### config.mk
export PLATFORM = sky130hd
export DESIGN_NAME = quad_port_digital_io
export DESIGN_NICKNAME = d
export VERILOG_FILES = /design/src/inc/quad_port_digital_io_pkg.sv /design/src/rtl/quad_port_digital_io.sv
export SDC_FILE = /design/constraint.sdc
export NUM_CORES = 1
export LEC_CHECK = 0
export ABC_AREA = 1
export BUFFER_PORTS_ARGS = -buffer_cell sky130_fd_sc_hd__buf_4
export CORE_MARGIN = 2
export CORE_UTILIZATION = 47
export DETAILED_ROUTE_END_ITERATION = 8
export GPL_ROUTABILITY_DRIVEN = 0
export HOLD_SLACK_MARGIN = 0.03
export PLACE_DENSITY = 0.81
export SLEW_MARGIN = 20
export SYNTH_ARGS = -nofsm -noshare
export SYNTH_HDL_FRONTEND = slang
export SYNTH_SLANG_ARGS = --single-unit
### constraint.sdc
create_clock -name pclk -period 1.8 [get_ports pclk]
set_clock_uncertainty 0.2 [all_clocks]
set_input_delay 0.09 -clock pclk [delete_from_list [all_inputs] [get_ports pclk]]
set_output_delay 0.09 -clock pclk [all_outputs]
set_load 0.01 [all_outputs]
### src/inc/quad_port_digital_io_pkg.sv
// package: register map, fields and reset values of the quad digital i/o port
package quad_port_digital_io_pkg;
   localparam int unsigned port_count = 4;
   localparam int unsigned port_width = 8;
   // register indices (byte offsets as printed), byte address is four times the index
   localparam logic [2:0] idx_port_a_data = 3'h0;
   localparam logic [2:0] idx_port_b_data = 3'h1;
   localparam logic [2:0] idx_port_c_data = 3'h2;
   localparam logic [2:0] idx_port_d_data = 3'h3;
   localparam logic [2:0] idx_port_direction = 3'h4;
   localparam logic [2:0] idx_interrupt_control_status = 3'h5;
   localparam logic [2:0] idx_unused_read_zero_a = 3'h6;
   localparam logic [2:0] idx_unused_read_zero_b = 3'h7;
   // extra interrupt registers, word indices
   localparam logic [3:0] idx_event_status = 4'h8;
   localparam logic [3:0] idx_event_clear = 4'h9;
   localparam logic [3:0] idx_event_enable = 4'hA;
   localparam int unsigned addr_lsb = 2;
   localparam int unsigned addr_bits = 4;
   // fields of interrupt_control_status
   localparam int unsigned trigger_mode_low_bit = 0;
   localparam int unsigned trigger_mode_high_bit = 1;
   localparam int unsigned interrupt_pending_bit = 6;
   localparam int unsigned interrupt_enable_bit = 7;
   // event status bit positions
   localparam int unsigned evt_trigger = 0;
   localparam int unsigned evt_output_write = 1;
   localparam int unsigned event_count = 2;
   // reset values
   localparam logic [7:0] data_reset = 8'h00;
   localparam logic [3:0] direction_reset = 4'h0;
   localparam logic [1:0] mode_reset = 2'h0;
   localparam logic [event_count-1:0] event_reset = 2'h0;
   typedef enum logic [1:0] {
      mode_low_level,
      mode_high_level,
      mode_falling_edge,
      mode_rising_edge
   } trigger_mode_t;
   // apb request carrier
   typedef struct packed {
      logic sel;
      logic enable;
      logic write;
      logic [31:0] addr;
      logic [31:0] wdata;
   } apb_req_t;
endpackage : quad_port_digital_io_pkg

### src/rtl/quad_port_digital_io.sv
// quad eight-bit digital i/o port with apb register slave, one pin interrupt source and an event interrupt
// Function
// - input lines read back without inversion
// - undriven inputs read one via pull-ups
// - output port reads its output register
// - output register kept in either direction
// - output bit one drives high, zero low
// - direction bits 0..3 ports a..d, one=output
// - reset makes every port an input
// - port data registers at offsets zero..three
// - port a bit zero is interrupt source
// - mode field selects level or edge trigger
// - enable bit seven gates interrupt, reset clear
// - pending bit six clears on host read
// - level pending holds until source changes
// - each port is one byte in the word at base plus four times n
`timescale 1ns/1ps
`default_nettype none
module quad_port_digital_io #(
   parameter int unsigned ports = 4,
   parameter int unsigned width = 8
) (
   input wire logic pclk,
   input wire logic presetn,
   input wire logic psel,
   input wire logic penable,
   input wire logic pwrite,
   input wire logic [31:0] paddr,
   input wire logic [31:0] pwdata,
   input wire logic [3:0] pstrb,
   output logic [31:0] prdata,
   output logic pready,
   output logic pslverr,
   input wire logic [31:0] line_in,
   output logic [31:0] line_out,
   output logic [31:0] line_oe,
   output logic irq,
   output logic event_irq
);
   // elaboration check on the structural parameters
   if (ports != quad_port_digital_io_pkg::port_count ||
       width != quad_port_digital_io_pkg::port_width) begin : g_bad_params
      $error("quad_port_digital_io supports only four eight-bit ports");
   end

   quad_port_digital_io_pkg::apb_req_t req;
   logic [7:0] out_q [4];
   logic [3:0] dir_q;
   logic [1:0] mode_q;
   logic irq_en_q;
   logic pend_q;
   logic [1:0] sync_q;
   logic src_prev_q;
   logic [1:0] evt_q;
   logic [1:0] evt_en_q;
   logic [31:0] prdata_q;
   logic pready_q;
   logic pslverr_q;
   logic irq_q;
   logic event_irq_q;
   logic [31:0] line_out_q;
   logic [31:0] line_oe_q;
   logic [3:0] widx;
   logic access;
   logic wr_acc;
   logic rd_acc;
   logic mapped;
   logic trig;
   logic rd_clear;
   logic [7:0] rd_byte;
   logic [31:0] rd_word;
   logic src;

   assign req = '{sel: psel, enable: penable, write: pwrite, addr: paddr, wdata: pwdata};
   assign widx = req.addr[quad_port_digital_io_pkg::addr_lsb +: 4];
   assign access = req.sel && req.enable && !pready_q;
   assign mapped = (req.addr[31:6] == 26'h0000000) && (widx <= quad_port_digital_io_pkg::idx_event_enable);
   assign wr_acc = access && req.write && mapped && pstrb[0];
   assign rd_acc = access && !req.write && mapped;
   assign src = sync_q[1];

   // value of a port as seen by a read: input pins or output register
   function automatic logic [7:0] port_view(input logic dir, input logic [7:0] q,
                                            input logic [7:0] pins);
      port_view = dir ? q : pins;
   endfunction : port_view

   // apb handshake: one wait state, answer in the second access cycle
   always_ff @(posedge pclk or negedge presetn) begin
      if (!presetn) begin
         pready_q <= 1'b0;
         pslverr_q <= 1'b0;
      end else begin
         pready_q <= access;
         pslverr_q <= access && !mapped;
      end
   end

   always_ff @(posedge pclk or negedge presetn) begin
      if (!presetn) begin
         for (int i = 0; i < 4; i++) begin
            out_q[i] <= quad_port_digital_io_pkg::data_reset;
         end
      end else if (wr_acc && widx <= 4'(quad_port_digital_io_pkg::idx_port_d_data)) begin
         out_q[widx[1:0]] <= req.wdata[7:0];
      end
   end

   always_ff @(posedge pclk or negedge presetn) begin
      if (!presetn) begin
         dir_q <= quad_port_digital_io_pkg::direction_reset;
      end else if (wr_acc && widx == 4'(quad_port_digital_io_pkg::idx_port_direction)) begin
         dir_q <= req.wdata[3:0];
      end
   end

   always_ff @(posedge pclk or negedge presetn) begin
      if (!presetn) begin
         mode_q <= quad_port_digital_io_pkg::mode_reset;
         irq_en_q <= 1'b0;
      end else if (wr_acc && widx == 4'(quad_port_digital_io_pkg::idx_interrupt_control_status)) begin
         mode_q <= req.wdata[quad_port_digital_io_pkg::trigger_mode_high_bit:
                             quad_port_digital_io_pkg::trigger_mode_low_bit];
         irq_en_q <= req.wdata[quad_port_digital_io_pkg::interrupt_enable_bit];
      end
   end

   always_ff @(posedge pclk or negedge presetn) begin
      if (!presetn) begin
         sync_q <= 2'h3;
         src_prev_q <= 1'b1;
      end else begin
         sync_q <= {sync_q[0], line_in[0]};
         src_prev_q <= src;
      end
   end

   always_comb begin
      case (quad_port_digital_io_pkg::trigger_mode_t'(mode_q))
         quad_port_digital_io_pkg::mode_low_level: trig = !src;
         quad_port_digital_io_pkg::mode_high_level: trig = src;
         quad_port_digital_io_pkg::mode_falling_edge: trig = src_prev_q && !src;
         quad_port_digital_io_pkg::mode_rising_edge: trig = !src_prev_q && src;
         default: trig = 1'b0;
      endcase
   end

   assign rd_clear = rd_acc && widx == 4'(quad_port_digital_io_pkg::idx_interrupt_control_status);

   // level keeps pending until source changes
   always_ff @(posedge pclk or negedge presetn) begin
      if (!presetn) begin
         pend_q <= 1'b0;
      end else if (trig) begin
         pend_q <= 1'b1;
      end else if (rd_clear) begin
         pend_q <= 1'b0;
      end
   end

   // sticky event status, clear register, enable register; set beats clear
   always_ff @(posedge pclk or negedge presetn) begin
      if (!presetn) begin
         evt_q <= quad_port_digital_io_pkg::event_reset;
         evt_en_q <= quad_port_digital_io_pkg::event_reset;
      end else begin
         for (int i = 0; i < 2; i++) begin
            if ((i == quad_port_digital_io_pkg::evt_trigger && trig) ||
                (i == quad_port_digital_io_pkg::evt_output_write && wr_acc &&
                 widx <= 4'(quad_port_digital_io_pkg::idx_port_d_data))) begin
               evt_q[i] <= 1'b1;
            end else if (wr_acc && widx == quad_port_digital_io_pkg::idx_event_clear && req.wdata[i]) begin
               evt_q[i] <= 1'b0;
            end
         end
         if (wr_acc && widx == quad_port_digital_io_pkg::idx_event_enable) begin
            evt_en_q <= req.wdata[1:0];
         end
      end
   end

   // read data mux
   always_comb begin
      rd_byte = 8'h00;
      rd_word = 32'h0000_0000;
      if (widx <= 4'(quad_port_digital_io_pkg::idx_port_d_data)) begin
         rd_byte = port_view(dir_q[widx[1:0]], out_q[widx[1:0]], line_in[8*widx[1:0] +: 8]);
      end else if (widx == 4'(quad_port_digital_io_pkg::idx_port_direction)) begin
         rd_byte = {4'h0, dir_q};
      end else if (widx == 4'(quad_port_digital_io_pkg::idx_interrupt_control_status)) begin
         rd_byte = {irq_en_q, pend_q, 4'h0, mode_q};
      end else if (widx == quad_port_digital_io_pkg::idx_event_status) begin
         rd_byte = {6'h00, evt_q};
      end else if (widx == quad_port_digital_io_pkg::idx_event_enable) begin
         rd_byte = {6'h00, evt_en_q};
      end
      rd_word = {24'h000000, rd_byte};
   end

   // read data register, captured with the answer
   always_ff @(posedge pclk or negedge presetn) begin
      if (!presetn) begin
         prdata_q <= 32'h0000_0000;
      end else if (access) begin
         prdata_q <= rd_acc ? rd_word : 32'h0000_0000;
      end
   end

   always_ff @(posedge pclk or negedge presetn) begin
      if (!presetn) begin
         line_out_q <= 32'h0000_0000;
         line_oe_q <= 32'h0000_0000;
      end else begin
         for (int i = 0; i < 4; i++) begin
            line_out_q[8*i +: 8] <= out_q[i];
            line_oe_q[8*i +: 8] <= {8{dir_q[i]}};
         end
      end
   end

   always_ff @(posedge pclk or negedge presetn) begin
      if (!presetn) begin
         irq_q <= 1'b0;
         event_irq_q <= 1'b0;
      end else begin
         irq_q <= pend_q && irq_en_q;
         event_irq_q <= |(evt_q & evt_en_q);
      end
   end

   assign prdata = prdata_q;
   assign pready = pready_q;
   assign pslverr = pslverr_q;
   assign line_out = line_out_q;
   assign line_oe = line_oe_q;
   assign irq = irq_q;
   assign event_irq = event_irq_q;
endmodule : quad_port_digital_io
`default_nettype wire
==> results of run 1 <==
==> path summary, 6_finish.rpt <==
path / to / slack (ps) / depth (start not counted)
worst max-delay path: evt_q[0]$_DFFE_PN0P_ / 30 / 8
max in group asynchronous: src_prev_q$_DFF_PN1_ / 190 / 4
worst max register to register: out_q[1]$_DFFE_PN0P_ / 160 / 7
min in group asynchronous: line_out[12]$_DFF_PN0_ / 560 / 3
worst min register to register: sync_q[1]$_DFF_PN1_ / 160 / 0
worst min-delay path: prdata[5]$_DFFE_PN0N_ / 50 / 7
==> synthesized netlist by cell type <==
cell type  count  area (um2)
nor3_4         1        16.3
clkbuf_1       2        7.51
nand2_1      181         679
inv_1         20        75.1
nand4_1        9        56.3
conb_1         1        3.75
dfrtp_1       92        2300
nand3_1       51         255
o21ai_0        5        25.0
o31ai_1        1        7.51
inv_2          1        3.75
nor2_4         2        22.5
a22oi_1        2        15.0
a21oi_1        6        30.0
buf_2          9        45.0
o21ai_1        2        10.0
nor2_1        39         146
and2_0         1        6.26
dfstp_2        3        78.8
nor3b_1        1        7.51
nor2_2         5        31.3
o22ai_1       20         125
buf_6          3        33.8
nand3_2        2        20.0
or2_1          1        6.26
buf_4         53         398
==> tightest hold or removal path: stages <==
cell and delay [ps]:
buf_4 80, nand2_1 40, nand3_1 70, a21oi_1 50
a21oi_1 120, nand3_1 90, nand2_1 60
==> cell type report <==
class                      instances  share of cell area [%]
sequential                        95                    39.4
inverter                          21                    1.30
multi-input combinational        353                    26.1
tap                              111                    2.30
clock buffer                       9                    2.05
clock inverter                     7                    1.66
timing repair buffer             205                    27.2
==> repair_timing <==
item,CTS,global route
hold buffers,28,1
pin swaps,1,0
endpoints found under the hold margin,147,4
buffers inserted,0,1
gates resized for setup,0,11
endpoints found under the setup margin,4,42
==> power by group <==
| group | switching, mW | total, mW | internal [mW] |
|---|---|---|---|
| logic | 0.265 | 0.495 | 0.230 |
| registers | 0.00299 | 2.14 | 2.14 |
| clock network | 0.804 | 1.49 | 0.688 |
==> cell families (layout without fill, tap and decap cells) <==
logic type | after synthesis | after routing | share of synthesized area (%)
flip-flops | 95 | 95 | 54.0
buffers and inverters | 88 | 242 | 12.8
other | 1 | 24 | 0.0851
AO/OA/AOI/OAI | 36 | 36 | 4.83
AND/OR/NAND/NOR | 293 | 293 | 28.3
==> flip-flops by register name, indices dropped and copies added (netlist names), 2 cells and up <==
signal	flops
line_oe	4
evt_en_q	2
mode_q	2
sync_q	2
prdata	8
evt_q	2
line_out	32
out_q	32
dir_q	4
==> routing by layer <==
layer	vias to the layer above	part of all wire, %	global-route usage (%)
met3	39	10	5.55
met2	284	49	42.7
li1	1919	-	-
met1	1961	37	29.8
met5	-	0	0
met4	0	3.0	9.91
==> layout by cell type, fill, tap and decap left out, types with 2 or more instances in the layout <==
master	n
nand3_1	51
o21ai_0	5
dfrtp_1	92
inv_2	3
nand2_1	179
nand4_1	9
nor2_4	2
inv_6	3
buf_12	3
nand2_2	2
nand3_2	2
a21oi_1	6
o22ai_1	19
dfstp_2	3
buf_4	174
conb_1	24
nor2_2	10
clkbuf_8	9
a22oi_1	2
inv_1	18
dlygate4sd3_1	28
nor2_1	34
clkinv_8	2
==> results.toml, run 1 <==
[global_route]
grt-ovfl-total = 0
grt_pass1_wl_mm = 19.0
antenna_found_initial = 0
grt_max_degree = 49
track_usage_pct = 24.6
grt_pass1_vias = 3931

[route]
via_per_inst = 5.25
drt_first_pass_iters = 6
wl_per_cell_um = 15.2
drtAntennaViolNets = 0
drc = 0
num_vias = 4203
drtIter0Drc = 370
wl_mm = 12.2

[final_layout]
fill_cells = 688
design_area_mm2 = 0.00605
drive_gt1_share_pct = 31.6
utilization_pct = 66.1
area_growth_syn_to_layout_pct = 37.2
ff_latch_area_mm2 = 0.00238
multi_input_area_mm2 = 0.00158
final_nets = 790
final_cell_count_no_fill = 801
diodes = 0

[critical_path]
arrival_ps = 1830
critPathLaunchType = "input pin"
max_stage_delay_ps = 590
slowest_stage = "dlygate4sd3_1"
crit_fanout = 4
worstSetupPathType = "in2reg"
cp-startpoint = "paddr[5]"
timing.critical_path.mode_cell = "nand2_1"
crit_chain = "buf_4, dlygate4sd3_1, nand2_1, dlygate4sd3_1, nor2_2, nand4_1, nand2_1, nand2_1"
path_buf_inv = 3
cp-end-kind = "flop"
r2r-start = "pready$_DFF_PN0_"
required_ps = 1870
critical_path.top_delay_family = "buffers and inverters"

[floorplan]
fp.coreArea_mm2 = 0.00915
fp.dieH_um = 101
dieArea_mm2 = 0.0102
io_pins = 205
dieWidth_um = 101
initial_core_util_pct = 48.2
rows = 35

[clock_network]
clock-sinks = 95
clock_path_buffers = 2
clk_pin_slew_ps = 90
insertion_delay_ps = 380
cts_tree = "done"
cts_max_level = 3
cts_root_buf = "clkbuf_8"
numCtsBuffers = 9

[placed_design]
io_buffers = 151
place_area_mm2 = 0.00551
dp_hpwl_mm = 8.74
placed_cells = 756
post-place-ws_ps = -19.3

[hold_path]
hp-class = "in2reg"
hold_start = "line_in[21]"

[timing]
fin_ws_ps = 31.9
finalSetupViolCount = 0
final-hold-violation-count = 0
fin_setup_tns_ps = 0
finalMaxSlewViolations = 0
fmax_mhz = 566
min_period_over_period_pct = 98.2
rsz0062_at_grt = "no"
min_period_ps = 1770
timing.hold.ws_ps = 54.8

[yosys]
avgSynthCellArea_um2 = 8.59
netlist_area_mm2 = 0.00441
yosysSeqAreaShare_pct = 54.0
synth_cell_type_count = 26
syn_inst = 513
synth_seq_cells = 95
yosysWarnings = 0

[power]
max-vdd-ir-drop_mv = 0.461
p_leak_nw = 3.34
cellPowerDensity_mw_per_mm2 = 683
total_power_mw = 4.13

[flow_run]
maxCapViolCount = 0

[outcome]
status = "complete, no violations"
No activity file was read; power rests on OpenSTA's default activity.
==> run 2, diff against run 1 <==
- HOLD_SLACK_MARGIN: 0.03 -> 0.12
==> run 2 against run 1 <==
  * Worst setup slack better by 49 ps
  * Cell count is 1.5% higher
  * Die area stayed put
  * Global-route usage is 0.18 points higher
  * Count of clock-buffer cells in the layout stayed put
  * Total power is 0.57% higher
  * Combinational power is 4.2% higher
  * Flip-flop and latch count stayed put
  * Fmax is 2.8% higher
==> results.toml, run 2 (synthesized netlist as in run 1, its figures left out) <==
[critical_path]
path_buf_inv = 4
r2r-start = "pready$_DFF_PN0_"
critical_path.top_delay_family = "buffers and inverters"
r2r_setup_slack_ps = 110
cp-end-kind = "flop"
r2r_end = "out_q[26]$_DFFE_PN0P_"
r2r_cells = 7
timing.critical_path.mode_cell = "nand2_1"
crit_fanout = 14
critPathLaunchType = "input pin"
worstSetupPathType = "in2reg"
arrival_ps = 1790
max_stage_delay_ps = 590
crit_chain = "buf_4, dlygate4sd3_1, nor2_2, buf_4, nand2_2, inv_1, nand2_1, nor3b_1, nand2_1, nand2_1, nand2_1"
slowest_stage = "dlygate4sd3_1"
required_ps = 1870

[route]
num_vias = 4239
wl_per_cell_um = 15.2
drtAntennaViolNets = 0
drt_first_pass_iters = 6
drc = 0
drtIter0Drc = 325
via_per_inst = 5.21
wl_mm = 12.4

[global_route]
grt-ovfl-total = 0
grt_pass1_wl_mm = 19.1
track_usage_pct = 24.8
grt_max_degree = 49
grt_pass1_vias = 3988
antenna_found_initial = 0

[final_layout]
drive_gt1_share_pct = 30.9
fill_cells = 674
area_growth_syn_to_layout_pct = 40.0
final_cell_count_no_fill = 813
final_nets = 802
utilization_pct = 67.4
final_common_cell = "nand2_1"
diodes = 0
final_cell_mix = "179 x nand2_1, 173 x buf_4, 92 x dfrtp_1"

[hold_path]
hp-class = "in2reg"
hold_start = "paddr[2]"
hold_end = "out_q[28]$_DFFE_PN0P_"
min_path_cells = 5

[power]
pwr-share-clk_pct = 36.0
switching_share_pct = 26.0
p_seq_share_pct = 51.6
p_leak_nw = 3.39
switching_power_mw = 1.08
p_int_mw = 3.08
max-vdd-ir-drop_mv = 0.465
comb_power_share_pct = 12.4
total_power_mw = 4.16
cellPowerDensity_mw_per_mm2 = 673

[timing]
fmax_mhz = 582
final-hold-violation-count = 0
min_period_over_period_pct = 95.5
fin_setup_tns_ps = 0
min_period_ps = 1720
finalMaxSlewViolations = 0
finalSetupViolCount = 0

[floorplan]
rows = 35
fp.coreArea_mm2 = 0.00915
io_pins = 205
dieWidth_um = 101
fp.dieH_um = 101
initial_core_util_pct = 48.2
dieArea_mm2 = 0.0102

[clock_network]
cts_max_level = 3
clk_pin_slew_ps = 100
clock-sinks = 95
cts_root_buf = "clkbuf_8"
clock_path_buffers = 2
cts_tree = "done"
numCtsBuffers = 9
insertion_delay_ps = 380

[placed_design]
placed_cells = 756
dp_hpwl_mm = 8.74
io_buffers = 151

[outcome]
status = "complete, no violations"

[flow_run]
maxCapViolCount = 0
==> run 2: worst reg2reg max path: cells and delay by family (launching register included) <==
family,cells,cell delay [ps]
AND/OR/NAND/NOR,5,710
flip-flops,1,400
buffers and inverters,2,280
==> run 2: cell type report <==
type / count / area (um2) / area share [%]
multi-input combinational: 353 / 1580 / 25.5
timing repair buffer: 217 / 1770 / 28.7
tap: 111 / 139 / 2.25
inverter: 21 / 78.8 / 1.28
sequential: 95 / 2380 / 38.6
clock inverter: 7 / 100 / 1.62
clock buffer: 9 / 124 / 2.01
==> run 2: worst max-delay path by stage <==
stage                startpoint                     to  slack, ps  depth (start not counted)
2_1_floorplan  pready$_DFF_PN0_  out_q[16]$_DFFE_PN0P_        120                          9
3_5_place_dp           paddr[7]   dir_q[3]$_DFFE_PN0P_        -20                          9
5_1_grt        pready$_DFF_PN0_  out_q[11]$_DFFE_PN0P_        -10                          7
4_1_cts        pready$_DFF_PN0_   dir_q[3]$_DFFE_PN0P_         40                          7
3_3_place_gp           paddr[7]   dir_q[0]$_DFFE_PN0P_         40                          9
6_report               paddr[3]  prdata[1]$_DFFE_PN0N_         80                         11
==> run 2: power groups by stage <==
stage | sequential (mW) | clock [mW] | combinational, mW
6_report | 2.14 | 1.49 | 0.516
5_1_grt | 2.15 | 1.63 | 0.564
4_1_cts | 2.14 | 1.52 | 0.500
2_1_floorplan | 2.19 | 0 | 0.206
3_3_place_gp | 2.19 | 0 | 0.428
3_5_place_dp | 2.19 | 0 | 0.436
==> run 2: metrics by stage <==
stage | hold slack, ps | worst slack, ps | area, um2
finish | 65.6 | 80.5 | 6170
floorplan | -406 | 125 | 4490
detailed placement | -165 | -19.3 | 5510
global route | 44.5 | -11.2 | 6170
global placement | -174 | 35.7 | 5510
CTS | 3.70 | 43.0 | 6100
==> run 2: what timing repair did <==
| item | in CTS | in global routing |
|---|---|---|
| pin swaps | 1 | 4 |
| hold endpoints to repair | 150 | 18 |
| buffers inserted | 0 | 2 |
| hold buffers | 37 | 4 |
| resized for setup | 0 | 12 |
| endpoints found under the setup margin | 4 | 40 |
==> run 2: per-layer routing <==
| layer | vias to the layer above | global-route usage (%) | part of all wire [%] |
|---|---|---|---|
| li1 | 1943 | - | - |
| met2 | 279 | 42.6 | 49 |
| met1 | 1981 | 29.9 | 38 |
| met5 | - | 0 | 0 |
| met3 | 36 | 5.62 | 9.7 |
| met4 | 0 | 11.0 | 3.2 |
